--- src/line_control_defines.vh ---
// constants for the usb suspend and legacy line control block
`ifndef LINE_CONTROL_DEFINES_VH
`define LINE_CONTROL_DEFINES_VH

// clock rate and timing
`define CLK_FREQ_MHZ        100
`define IDLE_TIME_US        3000
`define IDLE_CYCLES         (`IDLE_TIME_US * `CLK_FREQ_MHZ)
`define WAKE_TIME_US        2000
`define WAKE_CYCLES         (`WAKE_TIME_US * `CLK_FREQ_MHZ)

// register indices; byte address is four times the index
`define STATCTL_INDEX       6'h1a
`define EPSTAT_INDEX        6'h1b
`define CLKCTL_INDEX        6'h1c
`define STATCTL_ADDR        {`STATCTL_INDEX, 2'h0}
`define EPSTAT_ADDR         {`EPSTAT_INDEX, 2'h0}
`define CLKCTL_ADDR         {`CLKCTL_INDEX, 2'h0}

// status-control fields
`define STATCTL_SUSPEND     0
`define STATCTL_WAKE        1
`define STATCTL_BUSRST      2
`define STATCTL_RESUME      3
`define STATCTL_DATA_IN     4
`define STATCTL_CLOCK_IN    5
`define STATCTL_DATA_OUT    6
`define STATCTL_CLOCK_OUT   7

// endpoint status fields
`define EPSTAT_FLAG0        0
`define EPSTAT_FLAG1        1
`define EPSTAT_LEGACY_SEL   4
`define EPSTAT_USB_SEL      5
`define EPSTAT_USB_FLAG     7

// clock control fields
`define CLKCTL_USB_CLK_EN   3
`define CLKCTL_SECOND_SUSP  4
`define CLKCTL_CLK_SEL      6
`define CLKCTL_LEGACY_FLAG  7

// reset values
`define KBD_OUT_RESET       1'b1
`define SEL_RESET           1'b0
`define USB_CLK_EN_RESET    1'b0

`endif

--- src/suspend_detector.v ---
// bus idle, suspend, resume and suspend exit tracking
`timescale 1ns/1ns
`default_nettype none
`include "line_control_defines.vh"

module suspend_detector #(
	parameter [31:0] IDLE_CYCLES = `IDLE_CYCLES
) (
	input  wire        ref_clk,
	input  wire        rst,
	input  wire        usbMode,
	input  wire        selfDrive,
	input  wire        dPlusIn,
	input  wire        dMinusIn,
	output reg         suspended_reg,
	output reg         resumeFlag_reg,
	output reg         event_reg
);
	localparam [3:0] ST_ACTIVE  = 4'h1;
	localparam [3:0] ST_SUSPEND = 4'h2;
	localparam [3:0] ST_RESUME  = 4'h4;
	localparam [3:0] ST_ENDING  = 4'h8;

	reg  [3:0]  state_reg;
	reg  [31:0] idleCnt_reg;
	// low-speed idle is D- high, D+ low; resume is the opposite K state
	wire        lineIdle  = dMinusIn & ~dPlusIn;
	wire        lineK     = dPlusIn & ~dMinusIn;

	always @(posedge ref_clk or posedge rst) begin
		if (rst) begin
			state_reg      <= ST_ACTIVE;
			idleCnt_reg    <= 32'h0000_0000;
			suspended_reg  <= 1'b0;
			resumeFlag_reg <= 1'b0;
			event_reg      <= 1'b0;
		end else begin
			event_reg <= 1'b0;
			case (state_reg)
			ST_ACTIVE: begin
				if (!usbMode || !lineIdle) begin
					idleCnt_reg <= 32'h0000_0000;
				end else if (idleCnt_reg >= IDLE_CYCLES) begin
					idleCnt_reg   <= 32'h0000_0000;
					state_reg     <= ST_SUSPEND;
					suspended_reg <= 1'b1;
					event_reg     <= 1'b1;
				end else begin
					idleCnt_reg <= idleCnt_reg + 32'h0000_0001;
				end
			end
			ST_SUSPEND: begin
				if (!usbMode) begin
					state_reg     <= ST_ACTIVE;
					suspended_reg <= 1'b0;
				end else if (lineK && !selfDrive) begin
					state_reg      <= ST_RESUME;
					resumeFlag_reg <= 1'b1;
					event_reg      <= 1'b1;
				end
			end
			ST_RESUME: begin
				// resume drops while suspend still stands
				if (!lineK) begin
					state_reg      <= ST_ENDING;
					resumeFlag_reg <= 1'b0;
				end
			end
			ST_ENDING: begin
				if (lineIdle) begin
					state_reg     <= ST_ACTIVE;
					suspended_reg <= 1'b0;
					event_reg     <= 1'b1;
				end
			end
			default: begin
				state_reg <= ST_ACTIVE;
			end
			endcase
		end
	end
endmodule // suspend_detector

`default_nettype wire

--- src/line_mux.v ---
// routes the two data pins to the usb engine or to firmware bits
`timescale 1ns/1ns
`default_nettype none
`include "line_control_defines.vh"

module line_mux (
	input  wire        ref_clk,
	input  wire        rst,
	input  wire        legacySel,
	input  wire        usbSel,
	input  wire        wakeDrive,
	input  wire        siePlusOut,
	input  wire        sieMinusOut,
	input  wire        sieOe,
	input  wire        kbdDataOutBit,
	input  wire        kbdClockOutBit,
	output reg         dPlusOut_reg,
	output reg         dPlusOe_reg,
	output reg         dMinusOut_reg,
	output reg         dMinusOe_reg
);
	always @(posedge ref_clk or posedge rst) begin
		if (rst) begin
			dPlusOut_reg  <= 1'b0;
			dPlusOe_reg   <= 1'b0;
			dMinusOut_reg <= 1'b0;
			dMinusOe_reg  <= 1'b0;
		end else if (usbSel && !legacySel) begin
			// wake-up pulse drives K over the engine
			dPlusOut_reg  <= wakeDrive ? 1'b1 : siePlusOut;
			dMinusOut_reg <= wakeDrive ? 1'b0 : sieMinusOut;
			dPlusOe_reg   <= wakeDrive | sieOe;
			dMinusOe_reg  <= wakeDrive | sieOe;
		end else if (legacySel && !usbSel) begin
			// open drain: a 1 releases the line, a 0 pulls it low
			dMinusOut_reg <= 1'b0;
			dMinusOe_reg  <= ~kbdDataOutBit;
			dPlusOut_reg  <= 1'b0;
			dPlusOe_reg   <= ~kbdClockOutBit;
		end else begin
			dPlusOut_reg  <= 1'b0;
			dPlusOe_reg   <= 1'b0;
			dMinusOut_reg <= 1'b0;
			dMinusOe_reg  <= 1'b0;
		end
	end
endmodule // line_mux

`default_nettype wire

--- src/usb_line_control.v ---
// usb suspend/resume, remote wake and legacy line control with its registers
`timescale 1ns/1ns
`default_nettype none
`include "line_control_defines.vh"

module usb_line_control #(
	parameter [31:0] IDLE_CYCLES = `IDLE_CYCLES,
	parameter [31:0] WAKE_CYCLES = `WAKE_CYCLES
) (
	input  wire        ref_clk,
	input  wire        rst,
	input  wire [7:0]  address,
	input  wire        read,
	input  wire        write,
	input  wire [31:0] writedata,
	input  wire [3:0]  byteenable,
	output reg  [31:0] readdata,
	output reg         waitrequest,
	input  wire        dPlusIn,
	input  wire        dMinusIn,
	output wire        dPlusOut,
	output wire        dPlusOe,
	output wire        dMinusOut,
	output wire        dMinusOe,
	input  wire        siePlusOut,
	input  wire        sieMinusOut,
	input  wire        sieOe,
	input  wire        sieBusReset,
	output reg         usbIrq,
	input  wire        irqAck,
	output reg         usbClockEnable,
	output reg         deepSuspendEnable
);
	reg         busResetFlag_reg;
	reg         kbdDataOutBit_reg;
	reg         kbdClockOutBit_reg;
	reg         legacySel_reg;
	reg         usbSel_reg;
	reg  [2:0]  epStore_reg;
	reg  [1:0]  clkStore_reg;
	reg         wakeActive_reg;
	// pins lag the wake flag by one cycle; mask the tail of our own K
	reg         wakeTail_reg;
	reg  [31:0] wakeCnt_reg;
	reg  [7:0]  readByte_next;
	wire        suspended;
	wire        resumeFlag;
	wire        lineEvent;
	wire        legacyMode = legacySel_reg & ~usbSel_reg;
	wire        request    = read | write;
	// a write lands at the edge where waitrequest is seen low
	wire        writeHit   = write & ~waitrequest & byteenable[0];
	wire        wrStatCtl  = writeHit && (address == `STATCTL_ADDR);
	wire        wrEpStat   = writeHit && (address == `EPSTAT_ADDR);
	wire        wrClkCtl   = writeHit && (address == `CLKCTL_ADDR);

	suspend_detector #(
		.IDLE_CYCLES    (IDLE_CYCLES)
	) detector (
		.ref_clk        (ref_clk),
		.rst            (rst),
		.usbMode        (usbSel_reg),
		.selfDrive      (wakeActive_reg | wakeTail_reg),
		.dPlusIn        (dPlusIn),
		.dMinusIn       (dMinusIn),
		.suspended_reg  (suspended),
		.resumeFlag_reg (resumeFlag),
		.event_reg      (lineEvent)
	);

	line_mux pins (
		.ref_clk        (ref_clk),
		.rst            (rst),
		.legacySel      (legacySel_reg),
		.usbSel         (usbSel_reg),
		.wakeDrive      (wakeActive_reg),
		.siePlusOut     (siePlusOut),
		.sieMinusOut    (sieMinusOut),
		.sieOe          (sieOe),
		.kbdDataOutBit  (kbdDataOutBit_reg),
		.kbdClockOutBit (kbdClockOutBit_reg),
		.dPlusOut_reg   (dPlusOut),
		.dPlusOe_reg    (dPlusOe),
		.dMinusOut_reg  (dMinusOut),
		.dMinusOe_reg   (dMinusOe)
	);

	// read value; write-only bits and unmapped addresses read as zero
	always @* begin
		readByte_next = 8'h00;
		if (address == `STATCTL_ADDR) begin
			readByte_next[`STATCTL_SUSPEND]  = suspended;
			readByte_next[`STATCTL_BUSRST]   = busResetFlag_reg;
			readByte_next[`STATCTL_RESUME]   = resumeFlag;
			readByte_next[`STATCTL_DATA_IN]  =
				legacyMode & dMinusIn & kbdDataOutBit_reg;
			readByte_next[`STATCTL_CLOCK_IN] =
				legacyMode & dPlusIn & kbdClockOutBit_reg;
		end else if (address == `EPSTAT_ADDR) begin
			readByte_next[`EPSTAT_FLAG0]      = epStore_reg[0];
			readByte_next[`EPSTAT_FLAG1]      = epStore_reg[1];
			readByte_next[`EPSTAT_LEGACY_SEL] = legacySel_reg;
			readByte_next[`EPSTAT_USB_SEL]    = usbSel_reg;
			readByte_next[`EPSTAT_USB_FLAG]   = epStore_reg[2];
		end else if (address == `CLKCTL_ADDR) begin
			readByte_next[`CLKCTL_USB_CLK_EN]  = usbClockEnable;
			readByte_next[`CLKCTL_SECOND_SUSP] = deepSuspendEnable;
			readByte_next[`CLKCTL_CLK_SEL]     = clkStore_reg[0];
			readByte_next[`CLKCTL_LEGACY_FLAG] = clkStore_reg[1];
		end
	end

	// one wait state: waitrequest drops the cycle after a request shows
	always @(posedge ref_clk or posedge rst) begin
		if (rst) begin
			waitrequest <= 1'b1;
			readdata    <= 32'h0000_0000;
		end else begin
			waitrequest <= ~(request & waitrequest);
			if (read && waitrequest) begin
				readdata <= {24'h00_0000, readByte_next};
			end
		end
	end

	always @(posedge ref_clk or posedge rst) begin
		if (rst) begin
			busResetFlag_reg   <= 1'b0;
			kbdDataOutBit_reg  <= `KBD_OUT_RESET;
			kbdClockOutBit_reg <= `KBD_OUT_RESET;
			legacySel_reg      <= `SEL_RESET;
			usbSel_reg         <= `SEL_RESET;
			epStore_reg        <= 3'h0;
			clkStore_reg       <= 2'h0;
			usbClockEnable     <= `USB_CLK_EN_RESET;
			deepSuspendEnable  <= 1'b0;
		end else begin
			// hardware set wins over a same-cycle software clear
			if (sieBusReset) begin
				busResetFlag_reg <= 1'b1;
			end else if (wrStatCtl) begin
				busResetFlag_reg <= writedata[`STATCTL_BUSRST];
			end
			if (wrStatCtl) begin
				kbdDataOutBit_reg  <= writedata[`STATCTL_DATA_OUT];
				kbdClockOutBit_reg <= writedata[`STATCTL_CLOCK_OUT];
			end
			if (wrEpStat) begin
				legacySel_reg  <= writedata[`EPSTAT_LEGACY_SEL];
				usbSel_reg     <= writedata[`EPSTAT_USB_SEL];
				epStore_reg[0] <= writedata[`EPSTAT_FLAG0];
				epStore_reg[1] <= writedata[`EPSTAT_FLAG1];
				epStore_reg[2] <= writedata[`EPSTAT_USB_FLAG];
			end
			if (wrClkCtl) begin
				// firmware owns the sequencing around suspend
				usbClockEnable    <= writedata[`CLKCTL_USB_CLK_EN];
				deepSuspendEnable <= writedata[`CLKCTL_SECOND_SUSP];
				clkStore_reg[0]   <= writedata[`CLKCTL_CLK_SEL];
				clkStore_reg[1]   <= writedata[`CLKCTL_LEGACY_FLAG];
			end
		end
	end

	// remote wake-up pulse, only meaningful while pins belong to usb
	always @(posedge ref_clk or posedge rst) begin
		if (rst) begin
			wakeActive_reg <= 1'b0;
			wakeCnt_reg    <= 32'h0000_0000;
		end else if (wakeActive_reg) begin
			if (wakeCnt_reg >= WAKE_CYCLES - 32'h0000_0001) begin
				wakeActive_reg <= 1'b0;
				wakeCnt_reg    <= 32'h0000_0000;
			end else begin
				wakeCnt_reg <= wakeCnt_reg + 32'h0000_0001;
			end
		end else if (wrStatCtl && writedata[`STATCTL_WAKE]) begin
			wakeActive_reg <= 1'b1;
			wakeCnt_reg    <= 32'h0000_0000;
		end
	end

	always @(posedge ref_clk or posedge rst) begin
		if (rst) begin
			wakeTail_reg <= 1'b0;
		end else begin
			wakeTail_reg <= wakeActive_reg;
		end
	end

	// request held until acknowledged; a new event wins over the ack
	always @(posedge ref_clk or posedge rst) begin
		if (rst) begin
			usbIrq <= 1'b0;
		end else if (lineEvent) begin
			usbIrq <= 1'b1;
		end else if (irqAck) begin
			usbIrq <= 1'b0;
		end
	end
endmodule // usb_line_control

`default_nettype wire

--- config.mk ---
export PLATFORM = sky130hd
export DESIGN_NAME = usb_line_control
export DESIGN_NICKNAME = d
export VERILOG_FILES = /design/src/suspend_detector.v /design/src/line_mux.v /design/src/usb_line_control.v
export VERILOG_INCLUDE_DIRS = /design/src /design/src/src
export SDC_FILE = /design/constraint.sdc
export NUM_CORES = 1
export LEC_CHECK = 0
export BUFFER_PORTS_ARGS = -buffer_cell sky130_fd_sc_hd__buf_2
export CORE_MARGIN = 3
export CORE_UTILIZATION = 56
export DETAILED_ROUTE_END_ITERATION = 12
export PLACE_DENSITY = 0.81
export SLEW_MARGIN = 40
export SYNTH_ARGS = -nofsm -noshare
export SYNTH_HDL_FRONTEND = slang
export SYNTH_SLANG_ARGS = --single-unit
--- constraint.sdc ---
create_clock -name ref_clk -period 3.14 [get_ports ref_clk]
set_clock_uncertainty 0.2 [all_clocks]
set_input_delay 0 -clock ref_clk [delete_from_list [all_inputs] [get_ports ref_clk]]
set_output_delay 0 -clock ref_clk [all_outputs]
set_load 0.005 [all_outputs]
======== Word-level counts from Yosys, hierarchy flattened ========
Index checks and enable logic that the tools add are counted.
Widths: inputs -> output; s select.
cells by class
  reduce and logical (&&, ||, !) cells .... 21
  add/subtract/negate cells ............... 2
  $lt $le $gt $ge ......................... 2
  multiplexer cells ....................... 55
  equal/unequal tests ..................... 15
  bitwise operators ....................... 20
operator list
  cell                   number
  $mux 32                5
  $add 32x1->32 const B  2
  $mux 1                 35
  $ge 32x18->1 const B   1
  $ge 32x19->1 const B   1
  $eq 8x7->1 const B     3
  $mux 4                 6
  $pmux 4 s4             1
  $and 1x1->1            10
  $reduce_and 5->1       2
  $logic_and 1x1->1      8
  $mux 2                 4
  $ne 2x2->1 const B     4
  $reduce_bool 2->1      4
  $not 1->1              7
  $ne 2x1->1 const B     3
  $pmux 1 s3             2
  $eq 4x1->1 const B     1
  $eq 4x2->1 const B     1
  $eq 4x3->1 const B     1
  $eq 4x4->1 const B     1
  $logic_not 1->1        4
  $reduce_and 4->1       1
  $mux 3                 1
  other kinds (5)        7
word-level totals
  bits of input ports ..................... 55
  register bits ........................... 99
  output and inout port bits .............. 40
  logic and storage cells ................. 139

======== Longest topological paths before layout ========
Gate-level depths: netlist of run 1.
  depth in word-level cells ............... 7
  mapped depth ............................ 8

======== Cells and area by module ========
Synthesis of run 1 repeated with hierarchy kept, for this count alone.
second synthesis, totals
  cell total of the unflattened synthesis .. 474
  area total of the unflattened synthesis .. 4845.9 µm²
by module, submodules not included
  module            seq. area each (µm²)  area an instance (µm²)  cells each  times used
  usb_line_control  1405.1                2706.3                  266         1
  suspend_detector  977.2                 1979.4                  195         1
  line_mux          100.1                 160.2                   13          1

======== Least setup slack after synthesis of run 1 ========
OpenSTA, ideal clock, no wires.
  path type ............................... register to register
  start point ............................. reg detector.state_reg[0]
  end point ............................... reg detector.idleCnt_reg[23]
  arrival ................................. 1.863 ns
  period minus slack after synthesis ...... 2.143 ns
  stages on the path, launching flop included .. 6
  buffers on the path ..................... 0
  required time ........................... 2.860 ns
  setup slack ............................. 0.997 ns
  setup time .............................. 0.080 ns
  cells stage by stage .................... dfstp_2 nor4b_4 nand4_4 nor4_4 nor3b_1 a2bb2oi_1
between the ends
  word-level cells in the longest chain between the ends .. 1
ends and longest elaborated chain
  element                   RTL line               text
  start: declaration        suspend_detector.v:24  reg [3:0] state_reg;
  start signal: assignment  suspend_detector.v:32  state_reg <= ST_ACTIVE;
  start signal: assignment  suspend_detector.v:45  state_reg <= ST_SUSPEND;
  start signal: assignment  suspend_detector.v:54  state_reg <= ST_ACTIVE;
  $eq 4x1->1                suspend_detector.v:39  case (state_reg)
  end signal: assignment    suspend_detector.v:49  idleCnt_reg <= idleCnt_reg + 32'h0000_0001;
  end: declaration          suspend_detector.v:25  reg [31:0] idleCnt_reg;
Every way passes these cells.
A chain may end at the register's enable or synchronous reset.

======== Worst setup path after layout of run 1 ========
  start point ............................. in address[2]
  end point ............................... reg kbdClockOutBit_reg
between the ends
  word-level cells in the longest chain between the ends .. 2
ends and longest elaborated chain
  element                      RTL line                text
  start: declaration           usb_line_control.v:12   input wire [7:0] address,
  $eq 8x7->1 (no source line)  --
  $logic_and 1x1->1            usb_line_control.v:53   wire wrStatCtl = writeHit && (address == `STATCTL_ADDR);
  end signal: assignment       usb_line_control.v:130  kbdClockOutBit_reg <= `KBD_OUT_RESET;
  end signal: assignment       usb_line_control.v:146  kbdClockOutBit_reg <= writedata[`STATCTL_CLOCK_OUT];
  end: declaration             usb_line_control.v:36   reg kbdClockOutBit_reg;
Every way passes these cells.

==> results of run 1 <==
==> worst max-delay path by stage <==
stage	startpoint	to	slack, ns
2_1_floorplan	rst	busResetFlag_reg	0.36
3_3_place_gp	detector.state_reg[0]	detector.idleCnt_reg[23]	0.63
3_5_place_dp	detector.state_reg[1]	detector.idleCnt_reg[23]	0.57
4_1_cts	address[2]	kbdClockOutBit_reg	0.27
5_1_grt	address[2]	kbdClockOutBit_reg	0.02
6_report	address[2]	kbdClockOutBit_reg	0.05
==> logic make-up (layout without fill, tap and decap cells) <==
logic type	after synthesis	in the layout
simple gates	203	203
compound gates	114	114
flops	99	99
buf+inv	56	110
xor+xnor	20	20
mux	11	11
fa+ha+maj	3	3
other cells	1	24
==> per-layer routing <==
| layer | vias up | global-route usage [%] |
|---|---|---|
| li1 | 1936 | - |
| met3 | 12 | 4.84 |
| met1 | 2049 | 28.9 |
| met5 | - | 0 |
| met2 | 151 | 39.6 |
| met4 | 0 | 6.01 |
==> timing repair <==
action / CTS / global route
resized for setup: 0 / 0
setup endpoints to repair: 0 / 0
hold endpoints to repair: 88 / 0
hold buffers: 29 / 0
==> stage by stage <==
| stage | instance area (µm²) | total power, mW |
|---|---|---|
| final | 5720 | 2.19 |
| after global routing | 5720 | 2.28 |
| after CTS | 5720 | 2.20 |
| after detailed placement | 5250 | 1.42 |
| after global placement | 5250 | 1.42 |
| after floorplan | 5090 | 1.40 |
==> Yosys cell counts (5+ instances only) <==
library cell  instances  area [µm²]
nand4_1              16         100
mux2_2               11         124
buf_4                24         180
nor2b_1               8        50.1
a31oi_1              16         100
dfrtp_1              95        2380
a21oi_1              43         215
and3_1                5        31.3
nand2_1              47         176
and2_1               16         100
clkbuf_1             13        48.8
nor2_1               18        67.6
xnor2_1              17         149
nand2b_1              8        50.1
inv_1                13        48.8
nor3_1               11        55.1
o21ai_0              23         115
nor4_1               19         119
and4_1                6        52.6
nand3_1              24         120
==> area by class of cell <==
cell class              instances  area, µm²
clock inverters                 7       57.6
repair buffers                 81        573
multi-input cells             375       2300
well taps                     105        131
inverters                      13       53.8
clock buffers                   9        124
fillers                       612       2700
flip-flops and latches         99       2480
==> critical path, cell delays in order <==
cell and delay, ns:
dlygate4sd3_1 0.54, buf_2 0.15, nor4bb_1 0.70, dlygate4sd3_1 0.72, nand3_1 0.14, dlygate4sd3_1 0.66
mux2_2 0.28
==> power groups by stage <==
stage / sequential, mW / combinational [mW] / clock (mW)
after floorplan: 1.32 / 0.0780 / 0
after global placement: 1.33 / 0.0948 / 0
after detailed placement: 1.33 / 0.0978 / 0
after CTS: 1.30 / 0.120 / 0.784
after global routing: 1.30 / 0.137 / 0.836
final: 1.30 / 0.122 / 0.771
==> impl_metrics.py, run 1 <==
metrics = {
    "worst_setup_path": {
        "worstSetupPathType": "in2reg",
        "critical_path_arrival_ns": 3.19,
        "worstPathMaxFanout": 4,
        "rr_endpoint": "detector.idleCnt_reg[23]",
        "rr_worst_depth": 5,
        "cp.required_ns": 3.23,
        "ff2ff_setup_slack_ns": 0.57,
        "cp-end-kind": "register",
        "r2r_start": "detector.state_reg[0]",
        "start_kind": "input port",
    },
    "layout": {
        "mostFrequentLayoutCells": "dfrtp_1 (95), nand2_1 (47), a21oi_1 (43), buf_2 (43), dlygate4sd3_1 (29)",
        "final_util_pct": 67.9,
        "area_growth_pct": 14.4,
        "layout-drive-gt1-share_pct": 15.8,
        "final_common_cell": "dfrtp_1",
        "finalNonFillerCells": 689,
        "diodes": 0,
        "num-nets-final": 637,
    },
    "sta": {
        "fin_setup_tns_ns": 0,
        "whs_ns": 0.00992,
        "tightestPinTransition_ns": 0.793,
        "final.period_utilization_pct": 98.5,
        "fmax_mhz": 323,
        "period_needed_ns": 3.09,
        "hold_viol_final": 0,
        "drv_slew": 0,
        "worst_slack_ns": 0.0471,
        "max_slew_margin_pct": 46.4,
        "setup_viol": 0,
        "rsz0062_at_grt": "false",
    },
    "power": {
        "p_switching_mw": 0.554,
        "intPower_mw": 1.64,
        "power_frac_comb_pct": 5.6,
        "ir_worst_vdd_mv": 0.197,
        "clockPowerShare_pct": 35.1,
        "seq_power_share_pct": 59.3,
        "p_sw_share_pct": 25.2,
        "power_density_nw_per_um2": 384,
        "p_leak_nw": 2.51,
    },
    "hold_path": {
        "holdPathEnd": "readdata[0]",
        "hold_class": "in2reg",
        "min_path_cells": 4,
        "hp-start": "read",
    },
    "detailed_routing": {
        "top_layer_used": "met4",
        "routed_via_density": 6.02,
        "drt_iter0_drc": 178,
        "via_count": 4148,
        "drt-total-wl_um": 11000,
        "route.detailed.drc": 0,
        "drt_pre_antenna_iters": 5,
        "wl_per_cell_um": 16.0,
        "met2_length_um": 5560,
        "ant_nets": 0,
        "met3_length_um": 669,
        "wl_met1_um": 4610,
    },
    "place": {
        "pre_cts_slack_ns": 0.573,
        "numPortBuffers": 43,
        "hpwlAfterDp_um": 7230,
        "gp_congestion": 0.860,
        "place_inst": 644,
    },
    "global_route": {
        "grt_overflow_total": 0,
        "grt_usage_pct": 22.8,
        "first_global_vias": 4139,
        "grt_max_degree": 63,
        "antenna_found_initial": 0,
        "grt_pass1_wl_um": 18800,
    },
    "clock_network": {
        "htreeDepth": 3,
        "cts_tree": "done",
        "cts_buffers": 9,
        "clock_sinks": 99,
        "clk_pin_slew_ns": 0.11,
        "worst_skew_pair.late_latency_ns": 0.36,
        "cts-root-buf": "clkbuf_8",
        "clk_path_buf_depth": 2,
        "cts_setup_buffers": 0,
    },
    "yosys": {
        "synth-edff-count": 0,
        "netlist_area_um2": 5000,
        "synth_top_family_by_area": "simple AND/OR/NAND/NOR gates",
        "synth_xor_area_share_pct": 3.50,
        "synth-simple-area-share_pct": 23.4,
        "syn_area_per_cell_um2": 9.86,
        "ys_types": 60,
        "synthAdderAreaFrac_pct": 0.751,
        "synth_cells": 507,
        "async_flop_share_pct": 100,
        "synth_ff_type": "dfrtp_1",
        "yosysWarningCount": 0,
        "synth_seq_cells": 99,
        "synth_mux_area_share_pct": 2.48,
        "yosysSeqAreaShare_pct": 49.6,
        "synth_compound_area_share_pct": 13.9,
    },
    "floorplan": {
        "die-area_um2": 10100,
        "start_util_pct": 59.4,
        "io_pins": 95,
        "num_rows": 33,
        "chipHeight_um": 101,
        "coreArea_um2": 8420,
        "chipWidth_um": 101,
    },
    "job": {
        "drv_cap": 0,
    },
    "status": {
        "status": "completed",
    },
}
(Power assumes the default switching activity.)
==> inputs of run 2 (changes only) <==
CORE_MARGIN = 4   (was 3)
PLACE_DENSITY = not set   (was 0.81)
PLACE_DENSITY_LB_ADDON = 0.25   (was not set)
==> run 2 against run 1 <==
Compared with the run above:
- final cell count is 0.29% higher
- critical path type unchanged
- via count decreased by 4.2%
- power is 1.3% higher
- first-iteration DRC count rose by 11%
- combinational power about the same
- cell area up 0.61%
- sequential power about the same
- core utilization fell by 1.9 points
==> impl_metrics.py, run 2 (synthesis results as in run 1) <==
metrics = {
    "power": {
        "power_density_nw_per_um2": 386,
        "p_leak_nw": 2.51,
        "ir_worst_vdd_mv": 0.267,
    },
    "detailed_routing": {
        "wl_met1_um": 4870,
        "drt-total-wl_um": 10600,
        "route.detailed.drc": 0,
        "met3_length_um": 567,
        "via_count": 3974,
        "met2_length_um": 5030,
        "ant_nets": 0,
        "routed_via_density": 5.75,
        "top_layer_used": "met4",
        "wl_per_cell_um": 15.4,
        "drt_iter0_drc": 197,
        "drt_pre_antenna_iters": 5,
    },
    "worst_setup_path": {
        "rr_endpoint": "detector.idleCnt_reg[28]",
        "critical_path_arrival_ns": 2.61,
        "cp.required_ns": 3.19,
        "rr_worst_depth": 6,
        "crit_chain": "dlygate4sd3_1, buf_2, nor4b_1, nand3_1, a211o_1, dlygate4sd3_1",
        "cp_num_buf_inv": 3,
        "slowest_stage": "nor4b_1",
        "cp_common_cell": "dlygate4sd3_1",
        "slowest_delay_ns": 0.74,
        "crit_family": "buffers and inverters",
        "worstSetupPathType": "in2reg",
        "cp-end-kind": "register",
        "start_kind": "input port",
        "ff2ff_setup_slack_ns": 0.61,
        "worstPathMaxFanout": 4,
        "r2r_start": "detector.state_reg[1]",
    },
    "clock_network": {
        "cts_buffers": 9,
        "clk_path_buf_depth": 2,
        "cts_resized": 0,
        "postCtsHoldBufs": 29,
        "clk_pin_slew_ns": 0.10,
        "worst_skew_pair.late_latency_ns": 0.36,
        "cts-root-buf": "clkbuf_8",
        "cts_setup_buffers": 0,
        "clock_sinks": 99,
        "htreeDepth": 3,
        "cts_tree": "done",
    },
    "status": {
        "status": "completed",
    },
    "hold_path": {
        "min_path_cells": 4,
        "hp-start": "read",
        "hold_class": "in2reg",
        "holdPathEnd": "readdata[6]",
    },
    "floorplan": {
        "io_pins": 95,
        "start_util_pct": 57.3,
        "die-area_um2": 10500,
        "chipHeight_um": 103,
        "num_rows": 34,
        "coreArea_um2": 8720,
        "chipWidth_um": 103,
    },
    "sta": {
        "rsz0062_at_grt": "false",
        "hold_viol_final": 0,
        "fin_setup_tns_ns": 0,
        "tightestPinTransition_ns": 0.828,
        "final.period_utilization_pct": 81.6,
        "period_needed_ns": 2.56,
        "setup_viol": 0,
        "drv_slew": 0,
        "max_slew_margin_pct": 44.1,
        "fmax_mhz": 390,
    },
    "layout": {
        "final_util_pct": 66.0,
        "layout-drive-gt1-share_pct": 16.0,
        "nFillCells": 656,
        "num-nets-final": 637,
        "mostFrequentLayoutCells": "dfrtp_1 (95), nand2_1 (47), a21oi_1 (43), buf_2 (43), dlygate4sd3_1 (29)",
        "final_common_cell": "dfrtp_1",
        "diodes": 0,
        "area_growth_pct": 15.1,
    },
    "global_route": {
        "first_global_vias": 3766,
        "grt_usage_pct": 21.1,
        "grt_overflow_total": 0,
        "grt_pass1_wl_um": 17800,
        "grt_max_degree": 76,
        "antenna_found_initial": 0,
    },
    "place": {
        "numPortBuffers": 43,
        "gp_congestion": 0.868,
        "hpwlAfterDp_um": 6950,
    },
    "job": {
        "drv_cap": 0,
    },
}
==> run 2: area by class of cell <==
cell class	count	area, µm²	area share [%]
inverters	13	53.8	0.935
multi-input cells	375	2320	40.3
repair buffers	81	573	9.96
well taps	108	135	2.35
flip-flops and latches	99	2480	43.1
clock inverters	6	67.6	1.17
clock buffers	9	124	2.15
==> run 2: worst max-delay path by stage <==
stage / depth (start not counted) / endpoint / slack (ns) / from
4_1_cts: 6 / detector.idleCnt_reg[22] / 0.64 / detector.state_reg[0]
2_1_floorplan: 1 / busResetFlag_reg / 0.36 / rst
5_1_grt: 6 / detector.idleCnt_reg[22] / 0.43 / detector.state_reg[1]
3_3_place_gp: 6 / detector.idleCnt_reg[22] / 0.69 / detector.state_reg[1]
3_5_place_dp: 6 / detector.idleCnt_reg[28] / 0.64 / detector.state_reg[1]
6_report: 6 / busResetFlag_reg / 0.58 / address[1]
==> run 2: layer usage <==
layer / vias to the layer above / track usage [%]
met5: - / 0
met4: 0 / 7.77
met3: 18 / 4.19
met2: 118 / 34.0
met1: 1881 / 28.4
li1: 1957 / -
==> run 2: metrics by stage <==
stage                     hold slack [ns]  setup WS, ns  std cells  total power, mW  instance area [µm²]
final                              0.0681         0.579        691             2.22                 5760
after CTS                          0.0364         0.640        691             2.24                 5730
after floorplan                    -0.137         0.356        530             1.40                 5090
after global placement            -0.0210         0.693        647             1.42                 5250
after global routing               0.0983         0.429        691             2.32                 5760
after detailed placement          -0.0385         0.639        647             1.42                 5250
==> run 2: report_power, final <==
part           total [mW]  switching (mW)  internal (mW)
Clock               0.798           0.432          0.365
Combinational       0.125          0.0727         0.0526
Sequential           1.30          0.0102           1.29
Total                2.22           0.515           1.71
==> run 2: worst reg2reg max path, delay by kind of cell, from the launching register on <==
family | cells | cell delay, ns
simple gates | 3 | 1.15
flops | 1 | 0.51
compound gates | 2 | 0.34
buf+inv | 1 | 0.27
